File: config.mk
export PLATFORM = sky130hd
export DESIGN_NAME = eptb_ctrl
export DESIGN_NICKNAME = d
export VERILOG_FILES = /design/src/logic/eptb_pkg.sv /design/src/logic/eptb_ctrl.sv
export SDC_FILE = /design/constraint.sdc
export NUM_CORES = 1
export LEC_CHECK = 0
export ABC_AREA = 1
export BUFFER_PORTS_ARGS = -buffer_cell sky130_fd_sc_hd__buf_2
export CELL_PAD_IN_SITES_DETAIL_PLACEMENT = 0
export CELL_PAD_IN_SITES_GLOBAL_PLACEMENT = 2
export CORE_MARGIN = 4
export CORE_UTILIZATION = 29
export DETAILED_ROUTE_END_ITERATION = 10
export GPL_ROUTABILITY_DRIVEN = 0
export HOLD_SLACK_MARGIN = 0.08
export PLACE_DENSITY = 0.86
export SYNTH_ARGS = -nofsm -noshare
export SYNTH_HDL_FRONTEND = slang
export SYNTH_SLANG_ARGS = --single-unit
export TNS_END_PERCENT = 30
File: constraint.sdc
create_clock -name mclk -period 2.55 [get_ports mclk]
set_input_delay 0 -clock mclk [delete_from_list [all_inputs] [get_ports mclk]]
set_output_delay 0 -clock mclk [all_outputs]
set_load 0.01 [all_outputs]
File: src/logic/eptb_pkg.sv
// Package for the EEPROM program time base controller: register map, fields and timing constants.
`default_nettype none
package eptb_pkg;
    localparam logic [11:0] REG_PROG_CTRL   = 12'h000;
    localparam logic [11:0] REG_DIV_HIGH    = 12'h004;
    localparam logic [11:0] REG_DIV_LOW     = 12'h008;
    localparam logic [11:0] REG_IRQ_STATUS  = 12'h00C;
    localparam logic [11:0] REG_IRQ_MASK    = 12'h010;
    localparam logic [11:0] REG_OP_STATUS   = 12'h014;
    localparam int          DIV_W           = 10;
    localparam int          DIV_HIGH_W      = 2;
    localparam int          DIV_LOW_W       = 8;
    localparam int          BIT_PGM         = 0;
    localparam int          BIT_ERASE       = 2;
    localparam int          BIT_AUTO        = 5;
    localparam logic [7:0]  PROG_CTRL_MASK  = 8'h25;
    localparam logic [7:0]  PROG_CTRL_RESET = 8'h00;
    localparam logic [DIV_W-1:0] DIV_ONE    = 10'h001;
    localparam int          TICKS_W         = 16;
    localparam logic [TICKS_W-1:0] PROG_TICKS_DEF  = 16'h0028;
    localparam logic [TICKS_W-1:0] ERASE_TICKS_DEF = 16'h0028;
    localparam logic [TICKS_W-1:0] TICKS_ONE       = 16'h0001;
    localparam int          IRQ_W           = 2;
    localparam int          IRQ_DONE        = 0;
    localparam int          IRQ_ABORT       = 1;
    typedef struct packed {
        logic [DIV_HIGH_W-1:0] high;
        logic [DIV_LOW_W-1:0]  low;
    } eptb_div_t;
    typedef struct packed {
        logic active;
        logic erase;
        logic tick;
    } eptb_nvm_t;
    typedef enum logic [2:0] {
        ST_IDLE = 3'b001,
        ST_AUTO = 3'b010,
        ST_MAN  = 3'b100
    } eptb_state_t;
endpackage : eptb_pkg
`default_nettype wire

File: src/logic/eptb_ctrl.sv
// EEPROM program and erase time base controller with APB register access.
`default_nettype none
`timescale 1ns/1ns
//////////////////////////////////////////////////////////////////////////////////////////////////////
// Behaviour
// (RULE1) Time base counts edges of the external clock input, not the bus clock.
// (RULE2) Ten-bit divide ratio split over high and low registers divides the external clock.
// (RULE3) Divider registers are volatile and reload from the shadow word on every reset.
// (RULE4) Program control register holds the automatic timing enable at bit five.
// (RULE5) In automatic mode the device times each program or erase operation itself.
// (RULE6) In automatic mode the device clears the program pulse bit when done.
// (RULE7) Software may write a location up to eight times before one erase; the controller neither counts nor limits writes per location.
// (RULE8) In manual mode the operation lasts while software holds the pulse bit.
module eptb_ctrl
    import eptb_pkg::*;
(
    input  wire logic                 mclk,
    input  wire logic                 resetn,
    input  wire logic                 clk_en,
    input  wire logic                 external_clock_input,
    input  wire logic [DIV_W-1:0]     shadow_divider,
    input  wire logic                 psel,
    input  wire logic                 penable,
    input  wire logic                 pwrite,
    input  wire logic [11:0]          paddr,
    input  wire logic [31:0]          pwdata,
    output logic      [31:0]          prdata,
    output logic                      pready,
    output logic                      pslverr,
    output logic                      irq,
    output eptb_nvm_t                 nvm_ctrl
);
    ////////////////////////////////////////////////////////////////////////////////////////////////
    logic        ext_s1_q, ext_s2_q, ext_s3_q;
    logic        ext_rise;
    eptb_div_t   div_q;
    logic [DIV_W-1:0]   div_ratio;
    logic [DIV_W-1:0]   pre_cnt_q;
    logic        tick_q;
    logic [7:0]  prog_ctrl_q;
    logic [TICKS_W-1:0] op_cnt_q;
    eptb_state_t state_q;
    logic [IRQ_W-1:0]   irq_stat_q, irq_mask_q, irq_set;
    logic        wr_acc, rd_acc, addr_ok;
    logic        auto_done;
    logic        wr_prog, wr_div_h, wr_div_l;

    assign wr_acc    = psel && penable && pwrite && pready;
    assign rd_acc    = psel && penable && !pwrite && pready;
    assign wr_prog   = wr_acc && (paddr == REG_PROG_CTRL);
    assign wr_div_h  = wr_acc && (paddr == REG_DIV_HIGH);
    assign wr_div_l  = wr_acc && (paddr == REG_DIV_LOW);
    assign div_ratio = {div_q.high, div_q.low};
    assign ext_rise  = ext_s2_q && !ext_s3_q; // RULE1

    always_comb begin
        if (paddr == REG_PROG_CTRL) begin
            addr_ok = 1'b1;
        end else if (paddr == REG_DIV_HIGH || paddr == REG_DIV_LOW) begin
            addr_ok = 1'b1;
        end else if (paddr == REG_IRQ_STATUS || paddr == REG_IRQ_MASK || paddr == REG_OP_STATUS) begin
            addr_ok = 1'b1;
        end else begin
            addr_ok = 1'b0;
        end
    end

    ////////////////////////////////////////////////////////////////////////////////////////////////
    // The external clock is far slower than mclk, so it is sampled and its rising edges counted.
    always_ff @(posedge mclk) begin
        if (!resetn) begin
            ext_s1_q <= 1'b0;
            ext_s2_q <= 1'b0;
            ext_s3_q <= 1'b0;
        end else if (clk_en) begin
            ext_s1_q <= external_clock_input;
            ext_s2_q <= ext_s1_q;
            ext_s3_q <= ext_s2_q;
        end
    end

    // Synchronous reset lets the shadow word be taken as a plain clocked load.
    always_ff @(posedge mclk) begin
        if (!resetn) begin
            div_q <= eptb_div_t'(shadow_divider); // RULE3
        end else if (clk_en) begin
            if (wr_div_h) begin
                div_q.high <= pwdata[DIV_HIGH_W-1:0]; // RULE2
            end
            if (wr_div_l) begin
                div_q.low <= pwdata[DIV_LOW_W-1:0]; // RULE2
            end
        end
    end

    // A ratio of zero is treated as one so the time base never stops.
    always_ff @(posedge mclk) begin
        if (!resetn) begin
            pre_cnt_q <= '0;
            tick_q    <= 1'b0;
        end else if (clk_en) begin
            tick_q <= 1'b0;
            if (ext_rise) begin
                if (pre_cnt_q + DIV_ONE >= div_ratio) begin // RULE2
                    pre_cnt_q <= '0;
                    tick_q    <= 1'b1;
                end else begin
                    pre_cnt_q <= pre_cnt_q + DIV_ONE;
                end
            end
        end
    end

    ////////////////////////////////////////////////////////////////////////////////////////////////
    assign auto_done = (state_q == ST_AUTO) && tick_q && (op_cnt_q == TICKS_ONE);

    always_ff @(posedge mclk) begin
        if (!resetn) begin
            state_q  <= ST_IDLE;
            op_cnt_q <= '0;
        end else if (clk_en) begin
            case (state_q)
                ST_IDLE: begin
                    if (prog_ctrl_q[BIT_PGM] && prog_ctrl_q[BIT_AUTO]) begin
                        state_q  <= ST_AUTO; // RULE5
                        op_cnt_q <= prog_ctrl_q[BIT_ERASE] ? ERASE_TICKS_DEF : PROG_TICKS_DEF;
                    end else if (prog_ctrl_q[BIT_PGM]) begin
                        state_q <= ST_MAN;
                    end
                end
                ST_AUTO: begin
                    if (!prog_ctrl_q[BIT_PGM]) begin
                        state_q <= ST_IDLE;
                    end else if (tick_q) begin
                        op_cnt_q <= op_cnt_q - TICKS_ONE; // RULE5
                    end
                end
                ST_MAN: begin
                    if (!prog_ctrl_q[BIT_PGM]) begin
                        state_q <= ST_IDLE; // RULE8
                    end
                end
                default: begin
                    state_q <= ST_IDLE;
                end
            endcase
        end
    end

    // Software may not flip auto or erase mid-operation; only the pulse bit is writable then.
    always_ff @(posedge mclk) begin
        if (!resetn) begin
            prog_ctrl_q <= PROG_CTRL_RESET;
        end else if (clk_en) begin
            if (auto_done) begin
                prog_ctrl_q[BIT_PGM] <= 1'b0; // RULE6
            end else if (wr_prog && state_q != ST_IDLE) begin
                prog_ctrl_q[BIT_PGM] <= pwdata[BIT_PGM]; // RULE8
            end else if (wr_prog) begin
                prog_ctrl_q <= pwdata[7:0] & PROG_CTRL_MASK; // RULE4
            end
        end
    end

    always_ff @(posedge mclk) begin
        if (!resetn) begin
            nvm_ctrl <= '0;
        end else if (clk_en) begin
            nvm_ctrl.active <= (state_q != ST_IDLE) && prog_ctrl_q[BIT_PGM] && !auto_done; // RULE8
            nvm_ctrl.erase  <= prog_ctrl_q[BIT_ERASE];
            nvm_ctrl.tick   <= tick_q; // RULE1
        end
    end

    ////////////////////////////////////////////////////////////////////////////////////////////////
    assign irq_set[IRQ_DONE]  = auto_done;
    assign irq_set[IRQ_ABORT] = (state_q == ST_AUTO) && wr_prog && !pwdata[BIT_PGM] && !auto_done;

    // A new event in the same cycle as the clearing read survives.
    always_ff @(posedge mclk) begin
        if (!resetn) begin
            irq_stat_q <= '0;
            irq_mask_q <= '0;
            irq        <= 1'b0;
        end else if (clk_en) begin
            if (rd_acc && paddr == REG_IRQ_STATUS) begin
                irq_stat_q <= irq_set;
            end else begin
                irq_stat_q <= irq_stat_q | irq_set;
            end
            if (wr_acc && paddr == REG_IRQ_MASK) begin
                irq_mask_q <= pwdata[IRQ_W-1:0];
            end
            irq <= |((irq_stat_q | irq_set) & irq_mask_q
                     & ~((rd_acc && paddr == REG_IRQ_STATUS) ? irq_stat_q : '0));
        end
    end

    // Zero wait states: pready rises in the access phase, one cycle after setup.
    always_ff @(posedge mclk) begin
        if (!resetn) begin
            pready  <= 1'b0;
            pslverr <= 1'b0;
            prdata  <= '0;
        end else if (clk_en) begin
            pready  <= psel && !penable;
            pslverr <= psel && !penable && !addr_ok;
            prdata  <= '0;
            if (psel && !penable && !pwrite) begin
                if (paddr == REG_PROG_CTRL) begin
                    prdata[7:0] <= prog_ctrl_q;
                end else if (paddr == REG_DIV_HIGH) begin
                    prdata[DIV_HIGH_W-1:0] <= div_q.high;
                end else if (paddr == REG_DIV_LOW) begin
                    prdata[DIV_LOW_W-1:0] <= div_q.low;
                end else if (paddr == REG_IRQ_STATUS) begin
                    prdata[IRQ_W-1:0] <= irq_stat_q;
                end else if (paddr == REG_IRQ_MASK) begin
                    prdata[IRQ_W-1:0] <= irq_mask_q;
                end else if (paddr == REG_OP_STATUS) begin
                    prdata[2:0] <= state_q;
                end
            end
        end
    end

    ////////////////////////////////////////////////////////////////////////////////////////////////
    a_auto_clear_pgm: assert property (@(posedge mclk) disable iff (!resetn) // RULE6
        clk_en && auto_done |=> !prog_ctrl_q[BIT_PGM])
        else $error("Auto completion did not clear the pulse bit.");
    a_manual_holds_pgm: assert property (@(posedge mclk) disable iff (!resetn) // RULE8
        state_q == ST_MAN && prog_ctrl_q[BIT_PGM] && !wr_prog |=> prog_ctrl_q[BIT_PGM])
        else $error("Manual mode cleared the pulse bit by itself.");
    a_tick_needs_edge: assert property (@(posedge mclk) disable iff (!resetn) // RULE1
        clk_en && tick_q |-> $past(ext_rise))
        else $error("Time base tick without an external clock edge.");
    a_div_reload: assert property (@(posedge mclk) disable iff (!resetn) // RULE3
        $rose(resetn) |-> div_ratio == $past(shadow_divider))
        else $error("Divider not loaded from the shadow word.");
    a_auto_bit_five: assert property (@(posedge mclk) disable iff (!resetn) // RULE4
        clk_en && wr_prog && state_q == ST_IDLE && !auto_done |=> prog_ctrl_q[BIT_AUTO] == $past(pwdata[BIT_AUTO]))
        else $error("Automatic enable not stored at bit five.");
    a_auto_loads_time: assert property (@(posedge mclk) disable iff (!resetn) // RULE5
        clk_en && state_q == ST_IDLE && prog_ctrl_q[BIT_PGM] && prog_ctrl_q[BIT_AUTO]
        |=> state_q == ST_AUTO && op_cnt_q != '0)
        else $error("Automatic operation did not start its timer.");
    a_div_write_high: assert property (@(posedge mclk) disable iff (!resetn) // RULE2
        clk_en && wr_div_h |=> div_q.high == $past(pwdata[DIV_HIGH_W-1:0]))
        else $error("High divider write lost.");
    a_active_output: assert property (@(posedge mclk) disable iff (!resetn) // RULE8
        clk_en && state_q == ST_MAN && prog_ctrl_q[BIT_PGM] |=> nvm_ctrl.active)
        else $error("Operation not active while pulse bit held.");
    // Checks below pin down the timer, the locked mode bits and the strobes seen by the array.
    a_tick_one_cycle: assert property (@(posedge mclk) disable iff (!resetn) // RULE1
        clk_en && tick_q |=> !tick_q)
        else $error("Time base tick lasted more than one cycle.");
    a_nvm_tick_follows: assert property (@(posedge mclk) disable iff (!resetn) // RULE1
        clk_en && tick_q |=> nvm_ctrl.tick)
        else $error("Time base tick not passed to the array.");
    a_div_write_low: assert property (@(posedge mclk) disable iff (!resetn) // RULE2
        clk_en && wr_div_l |=> div_q.low == $past(pwdata[DIV_LOW_W-1:0]))
        else $error("Low divider write lost.");
    a_prescale_wrap: assert property (@(posedge mclk) disable iff (!resetn) // RULE2
        clk_en && ext_rise && (pre_cnt_q + DIV_ONE >= div_ratio) |=> pre_cnt_q == '0 && tick_q)
        else $error("Prescaler did not wrap at the divide ratio.");
    a_div_holds: assert property (@(posedge mclk) disable iff (!resetn) // RULE3
        clk_en && !wr_div_h && !wr_div_l |=> div_ratio == $past(div_ratio))
        else $error("Divider changed without a write.");
    a_unused_bits_zero: assert property (@(posedge mclk) disable iff (!resetn) // RULE4
        (prog_ctrl_q & ~PROG_CTRL_MASK) == 8'h00)
        else $error("Unused program control bit set.");
    a_auto_mode_locked: assert property (@(posedge mclk) disable iff (!resetn) // RULE4
        clk_en && state_q != ST_IDLE |=> prog_ctrl_q[BIT_AUTO] == $past(prog_ctrl_q[BIT_AUTO]))
        else $error("Automatic enable changed during an operation.");
    a_erase_locked: assert property (@(posedge mclk) disable iff (!resetn) // RULE5
        clk_en && state_q != ST_IDLE |=> prog_ctrl_q[BIT_ERASE] == $past(prog_ctrl_q[BIT_ERASE]))
        else $error("Erase select changed during an operation.");
    a_erase_follows: assert property (@(posedge mclk) disable iff (!resetn) // RULE5
        clk_en |=> nvm_ctrl.erase == $past(prog_ctrl_q[BIT_ERASE]))
        else $error("Erase strobe does not follow the erase select.");
    a_auto_counts_ticks: assert property (@(posedge mclk) disable iff (!resetn) // RULE5
        clk_en && state_q == ST_AUTO && prog_ctrl_q[BIT_PGM] && tick_q |=> op_cnt_q == $past(op_cnt_q) - TICKS_ONE)
        else $error("Automatic timer did not count a tick.");
    a_auto_holds_count: assert property (@(posedge mclk) disable iff (!resetn) // RULE5
        clk_en && state_q == ST_AUTO && !tick_q |=> op_cnt_q == $past(op_cnt_q))
        else $error("Automatic timer moved without a tick.");
    a_auto_done_once: assert property (@(posedge mclk) disable iff (!resetn) // RULE6
        clk_en && auto_done |=> !auto_done)
        else $error("Automatic completion seen twice.");
    a_auto_done_ends: assert property (@(posedge mclk) disable iff (!resetn) // RULE6
        clk_en && auto_done ##1 clk_en |=> state_q == ST_IDLE)
        else $error("Automatic operation did not return to idle.");
    a_done_sets_flag: assert property (@(posedge mclk) disable iff (!resetn) // RULE6
        clk_en && auto_done |=> irq_stat_q[IRQ_DONE])
        else $error("Completion did not set the status flag.");
    a_idle_inactive: assert property (@(posedge mclk) disable iff (!resetn) // RULE8
        clk_en && state_q == ST_IDLE |=> !nvm_ctrl.active)
        else $error("Array driven while idle.");
    a_manual_stays: assert property (@(posedge mclk) disable iff (!resetn) // RULE8
        clk_en && state_q == ST_MAN && prog_ctrl_q[BIT_PGM] |=> state_q == ST_MAN)
        else $error("Manual operation left while pulse bit held.");
    a_manual_ends: assert property (@(posedge mclk) disable iff (!resetn) // RULE8
        clk_en && state_q == ST_MAN && !prog_ctrl_q[BIT_PGM] |=> state_q == ST_IDLE)
        else $error("Manual operation did not end on pulse bit clear.");
endmodule : eptb_ctrl
`default_nettype wire

==> impl_results.md, run 1 <==
- Worst slack, placed: about 0.16 ns
- Final instance area: about 4900 µm²
- Ys async rst share: 0%
- WL/cell: ~12 µm
- Final #Nets: about 710
- Setup ws final: 0.181 ns
- Via-to-Cell Ratio: ~4.4
- Most used DFF post-synth: dfxtp_1
- Initial antenna violation count: 0
- Port Buf Inserts: 50
- Fmax: 422 MHz
- DPL Wire Length: about 7.4 mm
- Shortest period the worst path allows: around 2.4 ns
- CTS tree: built
- Setup TNS: 0 ns
- Placed Area: 4210 µm²
- Outcome: complete, no violations
- Die width: 122 µm
- Area grow syn2layout: 29.1%
- Chip Height: ~120 µm
- Worst rel slew slack: 42.5%
- Clock power share: between 40% and 50%
- Clock-pin slew on the worst setup and hold paths: roughly 0.060 ns
- Pwr per Cell Area: 527 nW/µm²
- CP max FO: 5
- Largest net degree at the start of global routing: 26
- Largest cells by area after synthesis: dfxtp_1 (28%), nand2_1 (13%), edfxtp_1 (7.9%)
- # diodes: 0
- Reg2reg setup slack: roughly 0.18 ns
- Crit end category: flop
- Total die area: 15000 µm²
- VDD IR-drop max: around 0.00029 V
- RSZ-0062 raised after global routing: false
- Area leader, netlist: dfxtp_1
- CP Class: flop to flop
- Max-cap violations: 0
- First-pass GRT wire length: 15.8 mm
- Routed wire length: between 9 and 10 mm
- Number of global-route vias before repair: about 3400
- Power share of the combinational group: under 10%
- #FFs+latches synth: between 60 and 70
- EDFF count, synth: 10
- Core area: roughly 13000 µm²
- Worst Skew: around 0.0070 ns
- Num CTS Buffers: 9
- # H-tree levels: 3
- Via count: approximately 3600
- Mapped cell area: between 3000 and 4000 µm²
- Worst path cell trace: ha_1 > nand3_1 > nor2_2 > nand3_1 > xor2_2 > ha_1 > nand2_1 > nor2_2 > o211ai_1 > o2111ai_1 > nand2_1 > nand2_2 > clkbuf_16 > a21oi_1
- Max incr delay on CP: 0.35 ns
- Initial drt markers: between 150 and 200
- Slew @ Worst Pin: around 0.86 ns
- Critical path's top delay family: simple AND/OR/NAND/NOR gates
- Hold Crit Class: input pin to flop
- Crit-path slowest cell: dfxtp_2
- Crit start category: flop
- Ports: between 90 and 100
- Final ANT Viol Nets: 0
- Row cnt: approximately 40
- Sequential element share of the synthesized area: a little over a third
- Global Route Usage Sum: between 10 and 15%
- Most common cell after layout, fill and taps aside: nand2_1
- Reg power frac: about two fifths
- Synth top area share: between 20% and 30%
- Setup Buffers After CTS: 0
- Switching Fraction: 25.3%
- Switch Pwr: around 0.65 mW
- Layout cells sized above 1: about 17%
- Mean Syn Cell Area: about 6.9 µm²
- Leakage Power: 2.26 nW
- Cell variety after synth: 36
- Cells after Synth: 546
- Final hold violation count: 0
- DR DRC count: 0
- CP Buf/Inv Count: 1
- Int Pwr: between 1.5 and 2 mW
- Commonest non-fill, non-tap cells in the layout: nand2_1 (124), inv_1 (73), nor2_1 (55), dfxtp_1 (50), buf_2 (50)
- Yosys warnings: 0
- Pins Over Slew Limit: 0
- Max Root-Sink Buffers: 2
- TritonRoute pass-1 iters: 4
- Sink Count: 64
- Setup violations, final: 0
- Initial Util: around 30%
- Crit path DAT: approximately 2.6 ns
- Req. time, crit path: around 2.8 ns
- Final worst-path cycle share: between 90% and 100%
- Global route overflow: 0
- Final core occ: around 38%
- Root buf cell: clkbuf_16
- Worst skew pair latency: 0.34 ns
==> path summary, 6_finish.rpt <==
| path | endpoint | startpoint | depth (start not counted) |
|---|---|---|---|
| worst max-delay path | pre_cnt_q[4] | pre_cnt_q[0] | 14 |
| worst min-delay path | state_q[0] | resetn | 3 |
| worst max register to register | pre_cnt_q[4] | pre_cnt_q[0] | 14 |
| worst min register to register | prdata[2] | prdata[2] | 2 |
==> tightest hold or removal path: cells and delay by family <==
family,cells,cell delay (ns)
AOI/OAI and AO/OA,1,0.12
buffers and inverters,2,0.31
==> repair_timing <==
item,CTS,global route
setup endpoints to repair,0,13
hold buffers,29,0
hold endpoints to repair,26,0
gates resized for setup,0,16
==> through the flow <==
step,total power [mW],hold WS (ns),std cells
CTS,2.62,0.121,813
global route,2.71,0.137,814
detailed placement,1.30,0.231,768
finish,2.58,0.143,814
floorplan,1.24,0.135,569
global placement,1.30,0.227,768
==> power by group through the flow <==
stage	clock network [mW]	logic [mW]	registers, mW
2_1_floorplan	0	0.150	1.09
3_3_place_gp	0	0.202	1.10
3_5_place_dp	0	0.205	1.10
4_1_cts	1.30	0.246	1.07
5_1_grt	1.35	0.285	1.08
6_report	1.25	0.254	1.07
==> layer usage <==
metal	up-vias	track usage [%]	part of all wire, %
met4	0	3.57	0.49
met3	2	4.29	3.7
li1	1907	-	-
met2	48	22.8	48
met5	-	0	0
met1	1639	16.8	47
==> logic make-up after synthesis <==
kind of cell | count (synthesis) | share of synthesized area, %
AND/OR/NAND/NOR | 255 | 29.6
buffers and inverters | 109 | 13.5
AO/OA/AOI/OAI | 91 | 13.2
flip-flops | 64 | 36.4
XOR/XNOR | 13 | 3.00
adder cells (fa/ha/maj) | 13 | 4.29
other | 1 | 0.0988
==> registers in the layout, summed over array words and instances, names as in the netlist <==
signal	cells
nvm_ctrl	3
tick_q	1
ext_s3_q	1
prdata	8
ext_s2_q	1
pre_cnt_q	10
op_cnt_q	16
irq_mask_q	2
ext_s1_q	1
state_q	3
pslverr	1
prog_ctrl_q	3
div_q	10
pready	1
irq_stat_q	2
irq	1
==> Yosys cell counts (3+ instances only) <==
cell       count
nor2_1        57
o2111ai_1      3
clkbuf_1       7
xor2_1        11
inv_1         74
nor2_2         8
edfxtp_1      10
a21oi_1       45
o211ai_1       4
nand2_2        5
ha_1          13
nor3_1         8
nand2_1      127
nand4_1       12
o21ai_0       29
buf_4         25
dfxtp_1       54
nand3_1       30
==> cell type report <==
| cell class | count | area [µm²] |
|---|---|---|
| Clock buffer | 9 | 225 |
| Clock inverter | 7 | 81.3 |
| Fill cell | 1374 | 7830 |
| Inverter | 75 | 282 |
| Multi-Input combinational cell | 396 | 2050 |
| Sequential cell | 64 | 1390 |
| Tap cell | 172 | 215 |
| Timing Repair Buffer | 91 | 661 |
(Power assumes the default switching activity.)
==> inputs of run 2 (changes only) <==
--- a/config.mk
+++ b/config.mk
@@ -14,7 +14,7 @@
 export DETAILED_ROUTE_END_ITERATION = 10
 export GPL_ROUTABILITY_DRIVEN = 0
 export HOLD_SLACK_MARGIN = 0.08
-export PLACE_DENSITY = 0.86
+export PLACE_DENSITY_LB_ADDON = 0.2
 export SYNTH_ARGS = -nofsm -noshare
 export SYNTH_HDL_FRONTEND = slang
 export SYNTH_SLANG_ARGS = --single-unit
==> constraint.sdc (replaced) <==
create_clock -name mclk -period 2.55 [get_ports mclk]
set_input_delay 0 -clock mclk [delete_from_list [all_inputs] [get_ports mclk]]
set_output_delay 0 -clock mclk [all_outputs]
set_load 0.1 [all_outputs]
==> impl_results.md, run 2 (synthesized netlist as in run 1, its figures left out) <==
- Sink Count: 64
- Max-cap violations: 0
- Placed Cells: about 780
- Switch Pwr: 0.771 mW
- CTS tree: built
- Leakage Power: roughly 2.3 nW
- Reg power frac: between 30% and 40%
- Via count: 3606
- TritonRoute pass-1 iters: 5
- Num CTS Buffers: 9
- Max Root-Sink Buffers: 2
- Initial antenna violation count: 0
- Switching Fraction: ~28%
- Final ANT Viol Nets: 0
- Global route overflow: 0
- Most common cell after layout, fill and taps aside: nand2_1
- Setup ws final: around 0.11 ns
- Core area: ~13000 µm²
- Clock power share: 46.1%
- Crit-path slowest cell: dfxtp_2
- Hold Crit Class: input pin to flop
- Pins Over Slew Limit: 0
- CP Class: flop to flop
- Via-to-Cell Ratio: around 4.4
- Max reg flops: 16
- DR DRC count: 0
- First-pass GRT wire length: around 17 mm
- Setup TNS: 0 ns
- VDD IR-drop max: around 0.00034 V
- Fmax: a little over 400 MHz
- Worst slack, placed: 0.122 ns
- Crit path DAT: 2.67 ns
- Clock-pin slew on the worst setup and hold paths: ~0.05 ns
- Non-filler cells, final: 821
- Power share of the combinational group: around 15%
- Worst skew pair latency: about 0.33 ns
- Port Buf Inserts: 50
- Row cnt: 41
- WL/cell: approximately 13 µm
- Pwr per Cell Area: roughly 560 nW/µm²
- Max incr delay on CP: around 0.34 ns
- Outcome: complete, no violations
- Final hold violation count: 0
- Crit-path most repeated cell: nand2_2
- Total die area: between 10000 and 15000 µm²
- Crit end category: flop
- Initial drt markers: 161
- Crit start category: flop
- Largest regs: op_cnt_q: 16 flops, div_q: 10 flops, pre_cnt_q: 10 flops
- Req. time, crit path: between 2 and 3 ns
- Routed wire length: roughly 11 mm
- Commonest non-fill, non-tap cells in the layout: nand2_1 (123), inv_1 (73), nor2_1 (55), dfxtp_1 (51), buf_2 (50)
- Area grow syn2layout: 30.4%
- Setup violations, final: 0
- Number of global-route vias before repair: around 3400
- # diodes: 0
- Final #Nets: about 720
- Die width: roughly 120 µm
- Global Route Usage Sum: between 10% and 20%
- # H-tree levels: 3
- Int Pwr: 2.00 mW
- Chip Height: about 120 µm
- DPL Wire Length: just over 8 mm
- CP max FO: 10
- Worst path cell trace: nand2_1 > nor4_2 > buf_4 > nand2_1 > xor2_1 > inv_2 > ha_4 > nand2_2 > nor2_1 > nand4_1 > o2111ai_2 > nand2_2 > nand2_2 > buf_12 > a21oi_1
- Largest net degree at the start of global routing: 26
- Layout cells sized above 1: 18.5%
- Top reg by flops: op_cnt_q
- Initial Util: a little under 30%
- Ports: around 100
- Final worst-path cycle share: between 90% and 100%
- Root buf cell: clkbuf_16
- Shortest period the worst path allows: 2.44 ns
- Worst Skew: ~0.0087 ns
[run 2: changes by cell type in the layout (fill, tap and decap cells not counted), moves of 2 or more]
cell | previous run | this run
clkinv_4 | 4 | 0
clkinv_2 | 0 | 2
clkbuf_8 | 0 | 3
buf_4 | 10 | 18
[run 2: final cells by class]
class / instances / area, µm²
sequential: 64 / 1390
fill: 1392 / 7770
multi-input combinational: 396 / 2060
timing repair buffer: 98 / 696
tap: 172 / 215
clock buffer: 13 / 270
clock inverter: 3 / 40.0
inverter: 75 / 282
[run 2: worst max-delay path: cells and delay by family, from the launching register on]
family,cells,cell delay (ns)
simple gates,8,0.91
buf+inv,3,0.37
flops,1,0.34
fa+ha+maj,1,0.28
compound gates,2,0.25
xor+xnor,1,0.16
[run 2: per-layer routing]
layer / vias to the layer above / wire length (µm) / global-route usage [%] / share of wire (%)
li1: 1919 / - / - / -
met4: 0 / 137 / 4.62 / 1.3
met2: 58 / 5050 / 24.1 / 47
met3: 12 / 406 / 3.46 / 3.8
met1: 1617 / 5060 / 19.4 / 48
met5: - / 0 / 0 / 0
[run 2: what timing repair did]
item                       in CTS  in global routing
hold endpoints to repair       27                  0
hold buffers                   29                  0
gates resized for setup         0                 17
setup buffers                   0                  1
setup endpoints to repair       0                 11
[run 2: stage by stage]
| step | util (%) | power (mW) | cell area (µm²) | hold slack [ns] |
|---|---|---|---|---|
| after detailed placement | 33.5 | 1.47 | 4270 | 0.256 |
| after CTS | 38.2 | 2.82 | 4870 | 0.125 |
| after global placement | 33.5 | 1.46 | 4270 | 0.241 |
| after floorplan | - | 1.40 | 3880 | 0.135 |
| after global routing | 38.9 | 2.91 | 4950 | 0.159 |
| final | 38.9 | 2.77 | 4950 | 0.142 |
[run 2: worst paths after layout]
path	startpoint	slack, ns	cells past startpoint	endpoint
worst min register to register	prdata[1]	0.46	2	prdata[1]
worst max-delay path	pre_cnt_q[0]	0.11	15	pre_cnt_q[9]
worst min-delay path	resetn	0.14	3	state_q[0]
worst max register to register	pre_cnt_q[0]	0.11	15	pre_cnt_q[9]
[run 2: power by group through the flow]
stage | registers, mW | logic (mW) | clock network, mW
after global placement | 1.09 | 0.369 | 0
after floorplan | 1.12 | 0.289 | 0
final | 1.07 | 0.418 | 1.28
after global routing | 1.08 | 0.452 | 1.38
after CTS | 1.07 | 0.413 | 1.33
after detailed placement | 1.09 | 0.374 | 0
==> inputs of run 3 (changes only) <==
--- a/config.mk
+++ b/config.mk
@@ -5,12 +5,11 @@
 export SDC_FILE = /design/constraint.sdc
 export NUM_CORES = 1
 export LEC_CHECK = 0
-export ABC_AREA = 1
 export BUFFER_PORTS_ARGS = -buffer_cell sky130_fd_sc_hd__buf_2
 export CELL_PAD_IN_SITES_DETAIL_PLACEMENT = 0
 export CELL_PAD_IN_SITES_GLOBAL_PLACEMENT = 2
 export CORE_MARGIN = 4
-export CORE_UTILIZATION = 29
+export CORE_UTILIZATION = 31
 export DETAILED_ROUTE_END_ITERATION = 10
 export GPL_ROUTABILITY_DRIVEN = 0
 export HOLD_SLACK_MARGIN = 0.08
==> impl_results.md, run 3 <==
- Max layer used: met4
- Most used DFF post-synth: dfxtp_1
- Ys async rst share: 0%
- Leakage Power: 1.96 nW
- Global route overflow: 0
- Max incr delay on CP: around 0.37 ns
- Pins Over Slew Limit: 0
- Clock-pin slew on the worst setup and hold paths: 0.06 ns
- Cell variety after synth: 56
- Crit start category: flop
- EDFF count, synth: 10
- TritonRoute pass-1 iters: 5
- Reg power frac: approximately two fifths
- DR WL met2: a little over 5 mm
- Mapped cell area: approximately 3700 µm²
- Cells after Synth: 424
- # H-tree levels: 3
- Initial Util: about a third
- Initial drt markers: roughly 240
- Placed Area: between 4000 and 5000 µm²
- Reg2reg setup slack: -0.003 ns
- Worst rel slew slack: between 50% and 60%
- Crit path DAT: ~2.8 ns
- Crit end category: flop
- Final worst-path cycle share: 100%
- DPL Wire Length: 7.43 mm
- Outcome: complete, but fails checks
- Critical R2R Launch: pre_cnt_q[0]
- Row cnt: 39
- RSZ-0062 raised after global routing: true
- CP Class: flop to flop
- Shortest period the worst path allows: approximately 2.6 ns
- Met3 routed WL: around 380 µm
- # diodes: 0
- VDD IR-drop max: around 0.00031 V
- Ports: between 90 and 100
- Violated checks: negative setup slack
- Largest cells by area after synthesis: dfxtp_1 (29%), edfxtp_1 (8.1%), buf_4 (4.9%)
- Fmax: approximately 390 MHz
- R2R Path End: pre_cnt_q[5]
- Switch Pwr: ~0.75 mW
- WHS Endpoint: pready
- WL/cell: approximately 16 µm
- Layout cells sized above 1: between 20% and 30%
- Most common cell in the synthesized netlist: dfxtp_1
- Final ANT Viol Nets: 0
- Setup violations, final: 2
- Switching Fraction: a little over a quarter
- First-pass GRT wire length: 17.2 mm
- Max reg flops: 16
- Worst skew pair latency: about 0.33 ns
- Pwr per Cell Area: approximately 570 nW/µm²
- Worst path cell trace: ha_4 > nand3_4 > or2_4 > o21a_1 > or2_4 > ha_4 > nand4_1 > nor2_2 > a21o_4 > buf_12 > nor4_2 > a221o_1
- Fin Hold WS: 0.159 ns
- Int Pwr: roughly 2.0 mW
- Yosys warnings: 0
- Num CTS Buffers: 9
- Power share of the combinational group: between 10% and 20%
- Crit-path slowest cell: dfxtp_4
- Area grow syn2layout: 31.2%
- Hold Crit Class: input pin to flop
- Chip Height: between 100 and 150 µm
- Via-to-Cell Ratio: roughly 5
- Routed wire length: a little over 10 mm
- Final #Nets: between 500 and 600
- Worst slack, placed: -0.126 ns
- WHS Path Cells: 4
- Worst Skew: around 0.0065 ns
- Commonest non-fill, non-tap cells in the layout: dfxtp_1 (51), buf_2 (50), nand2_1 (30), nor2b_1 (25), buf_4 (25)
- Top reg by flops: op_cnt_q
- Reg2Reg Depth: 12
- Sink Count: 64
- CP max FO: 7
- DR DRC count: 0
- Setup TNS: -0.00620 ns
- Setup ws final: -0.00345 ns
- Synth top area share: 29.2%
- Req. time, crit path: 2.77 ns
- Port Buf Inserts: 50
- Via count: ~3300
- Final instance area: between 4000 and 5000 µm²
- Total die area: ~14000 µm²
- #FFs+latches synth: 64
- Largest net degree at the start of global routing: 25
- Area leader, netlist: dfxtp_1
- CTS tree: built
- Most common cell after layout, fill and taps aside: dfxtp_1
- Max Root-Sink Buffers: 2
- Mean Syn Cell Area: slightly below 9 µm²
- CP Buf/Inv Count: 1
- Clock power share: roughly 48%
- Die width: ~120 µm
- Core area: 11600 µm²
- Slew @ Worst Pin: 0.710 ns
- Synth top cells by count: dfxtp_1 (54), nand2_1 (30), nor2b_1 (25)
- Largest regs: op_cnt_q: 16 flops, div_q: 10 flops, pre_cnt_q: 10 flops
- Initial antenna violation count: 0
- Number of global-route vias before repair: approximately 3400
- Sequential element share of the synthesized area: approximately 37%
- Global Route Usage Sum: 15.4%
- Critical path's top delay family: simple AND/OR/NAND/NOR gates
- Hold_sp: psel
- Final hold violation count: 0
- Root buf cell: clkbuf_16
- Post-Route M1 WL: approximately 4.7 mm
- Max-cap violations: 0
## run 3: cell types whose count changed in the layout (fill, tap and decap cells not counted), moves of 8 or more
cell / previous run / this run
a21oi_1: 44 / 14
inv_1: 73 / 20
or3_1: 0 / 8
o21ai_0: 29 / 15
dlygate4sd3_1: 29 / 21
nand2_2: 9 / 0
nor4_1: 0 / 13
nor2b_1: 0 / 25
nand2_1: 123 / 30
nand3_1: 29 / 8
nor2_2: 10 / 1
nor2_1: 55 / 21
mux2i_1: 0 / 15
## run 3: layout make-up
class,count,area (µm²)
fill,1167,6700
timing repair buffer,98,679
sequential,64,1390
multi-input combinational,322,2220
tap,143,179
inverter,20,75.1
clock inverter,3,65.1
clock buffer,13,250
## run 3: per-stage QoR
| stage | instances | power (mW) | utilization (%) |
|---|---|---|---|
| after floorplan | 447 | 1.39 | - |
| after global placement | 624 | 1.44 | 36.6 |
| after detailed placement | 624 | 1.44 | 36.6 |
| after CTS | 663 | 2.82 | 41.6 |
| after global routing | 663 | 2.89 | 42.0 |
| final | 663 | 2.78 | 42.0 |
## run 3: cell families (layout without fill, tap and decap cells)
| family | count (synthesis) | in the layout | share of synthesized area [%] |
|---|---|---|---|
| AND/OR/NAND/NOR | 174 | 174 | 26.5 |
| AO/OA/AOI/OAI | 76 | 76 | 13.8 |
| flip-flops | 64 | 64 | 37.3 |
| buffers and inverters | 61 | 134 | 8.65 |
| multiplexers | 21 | 21 | 5.88 |
| XOR/XNOR | 14 | 14 | 3.31 |
| adder cells (fa/ha/maj) | 13 | 13 | 4.39 |
| other | 1 | 24 | 0.101 |
## run 3: power groups by stage
stage	clock (mW)	sequential (mW)	combinational (mW)
global placement	0	1.08	0.354
floorplan	0	1.10	0.289
finish	1.33	1.06	0.388
global route	1.41	1.06	0.414
CTS	1.37	1.06	0.386
detailed placement	0	1.08	0.356
## run 3: how the worst max path moves through the flow
stage	from	to	slack (ns)	cells after the start
CTS	pre_cnt_q[1]	pre_cnt_q[9]	-0.03	10
global route	pre_cnt_q[0]	pre_cnt_q[6]	-0.12	12
finish	pre_cnt_q[0]	pre_cnt_q[5]	-0.003	12
global placement	pre_cnt_q[1]	pre_cnt_q[1]	-0.08	10
floorplan	pre_cnt_q[1]	pre_cnt_q[1]	0.01	10
detailed placement	pre_cnt_q[1]	pre_cnt_q[1]	-0.13	10
## run 3: timing repair
item                                    4_1_cts  5_1_grt
hold buffers                                 21        0
pin swaps                                    10        5
setup buffers                                 2        0
endpoints found under the hold margin        19        0
endpoints found under the setup margin        8        9
resized for setup                             6        9
## run 3: per-layer routing
metal  up-vias  global-route usage [%]
met1      1548                    18.7
li1       1657                       -
met2        60                    26.6
met5         -                       0
met3        11                    4.67
met4         0                    4.03
## run 3: worst register-to-register path: stages (launching register included)
cell and delay (ns):
dfxtp_4 0.37, ha_4 0.15, nand3_4 0.08, or2_4 0.25, o21a_1 0.18, or2_4 0.24
ha_4 0.26, nand4_1 0.12, nor2_2 0.17, a21o_4 0.20, buf_12 0.12, nor4_2 0.03
a221o_1 0.26
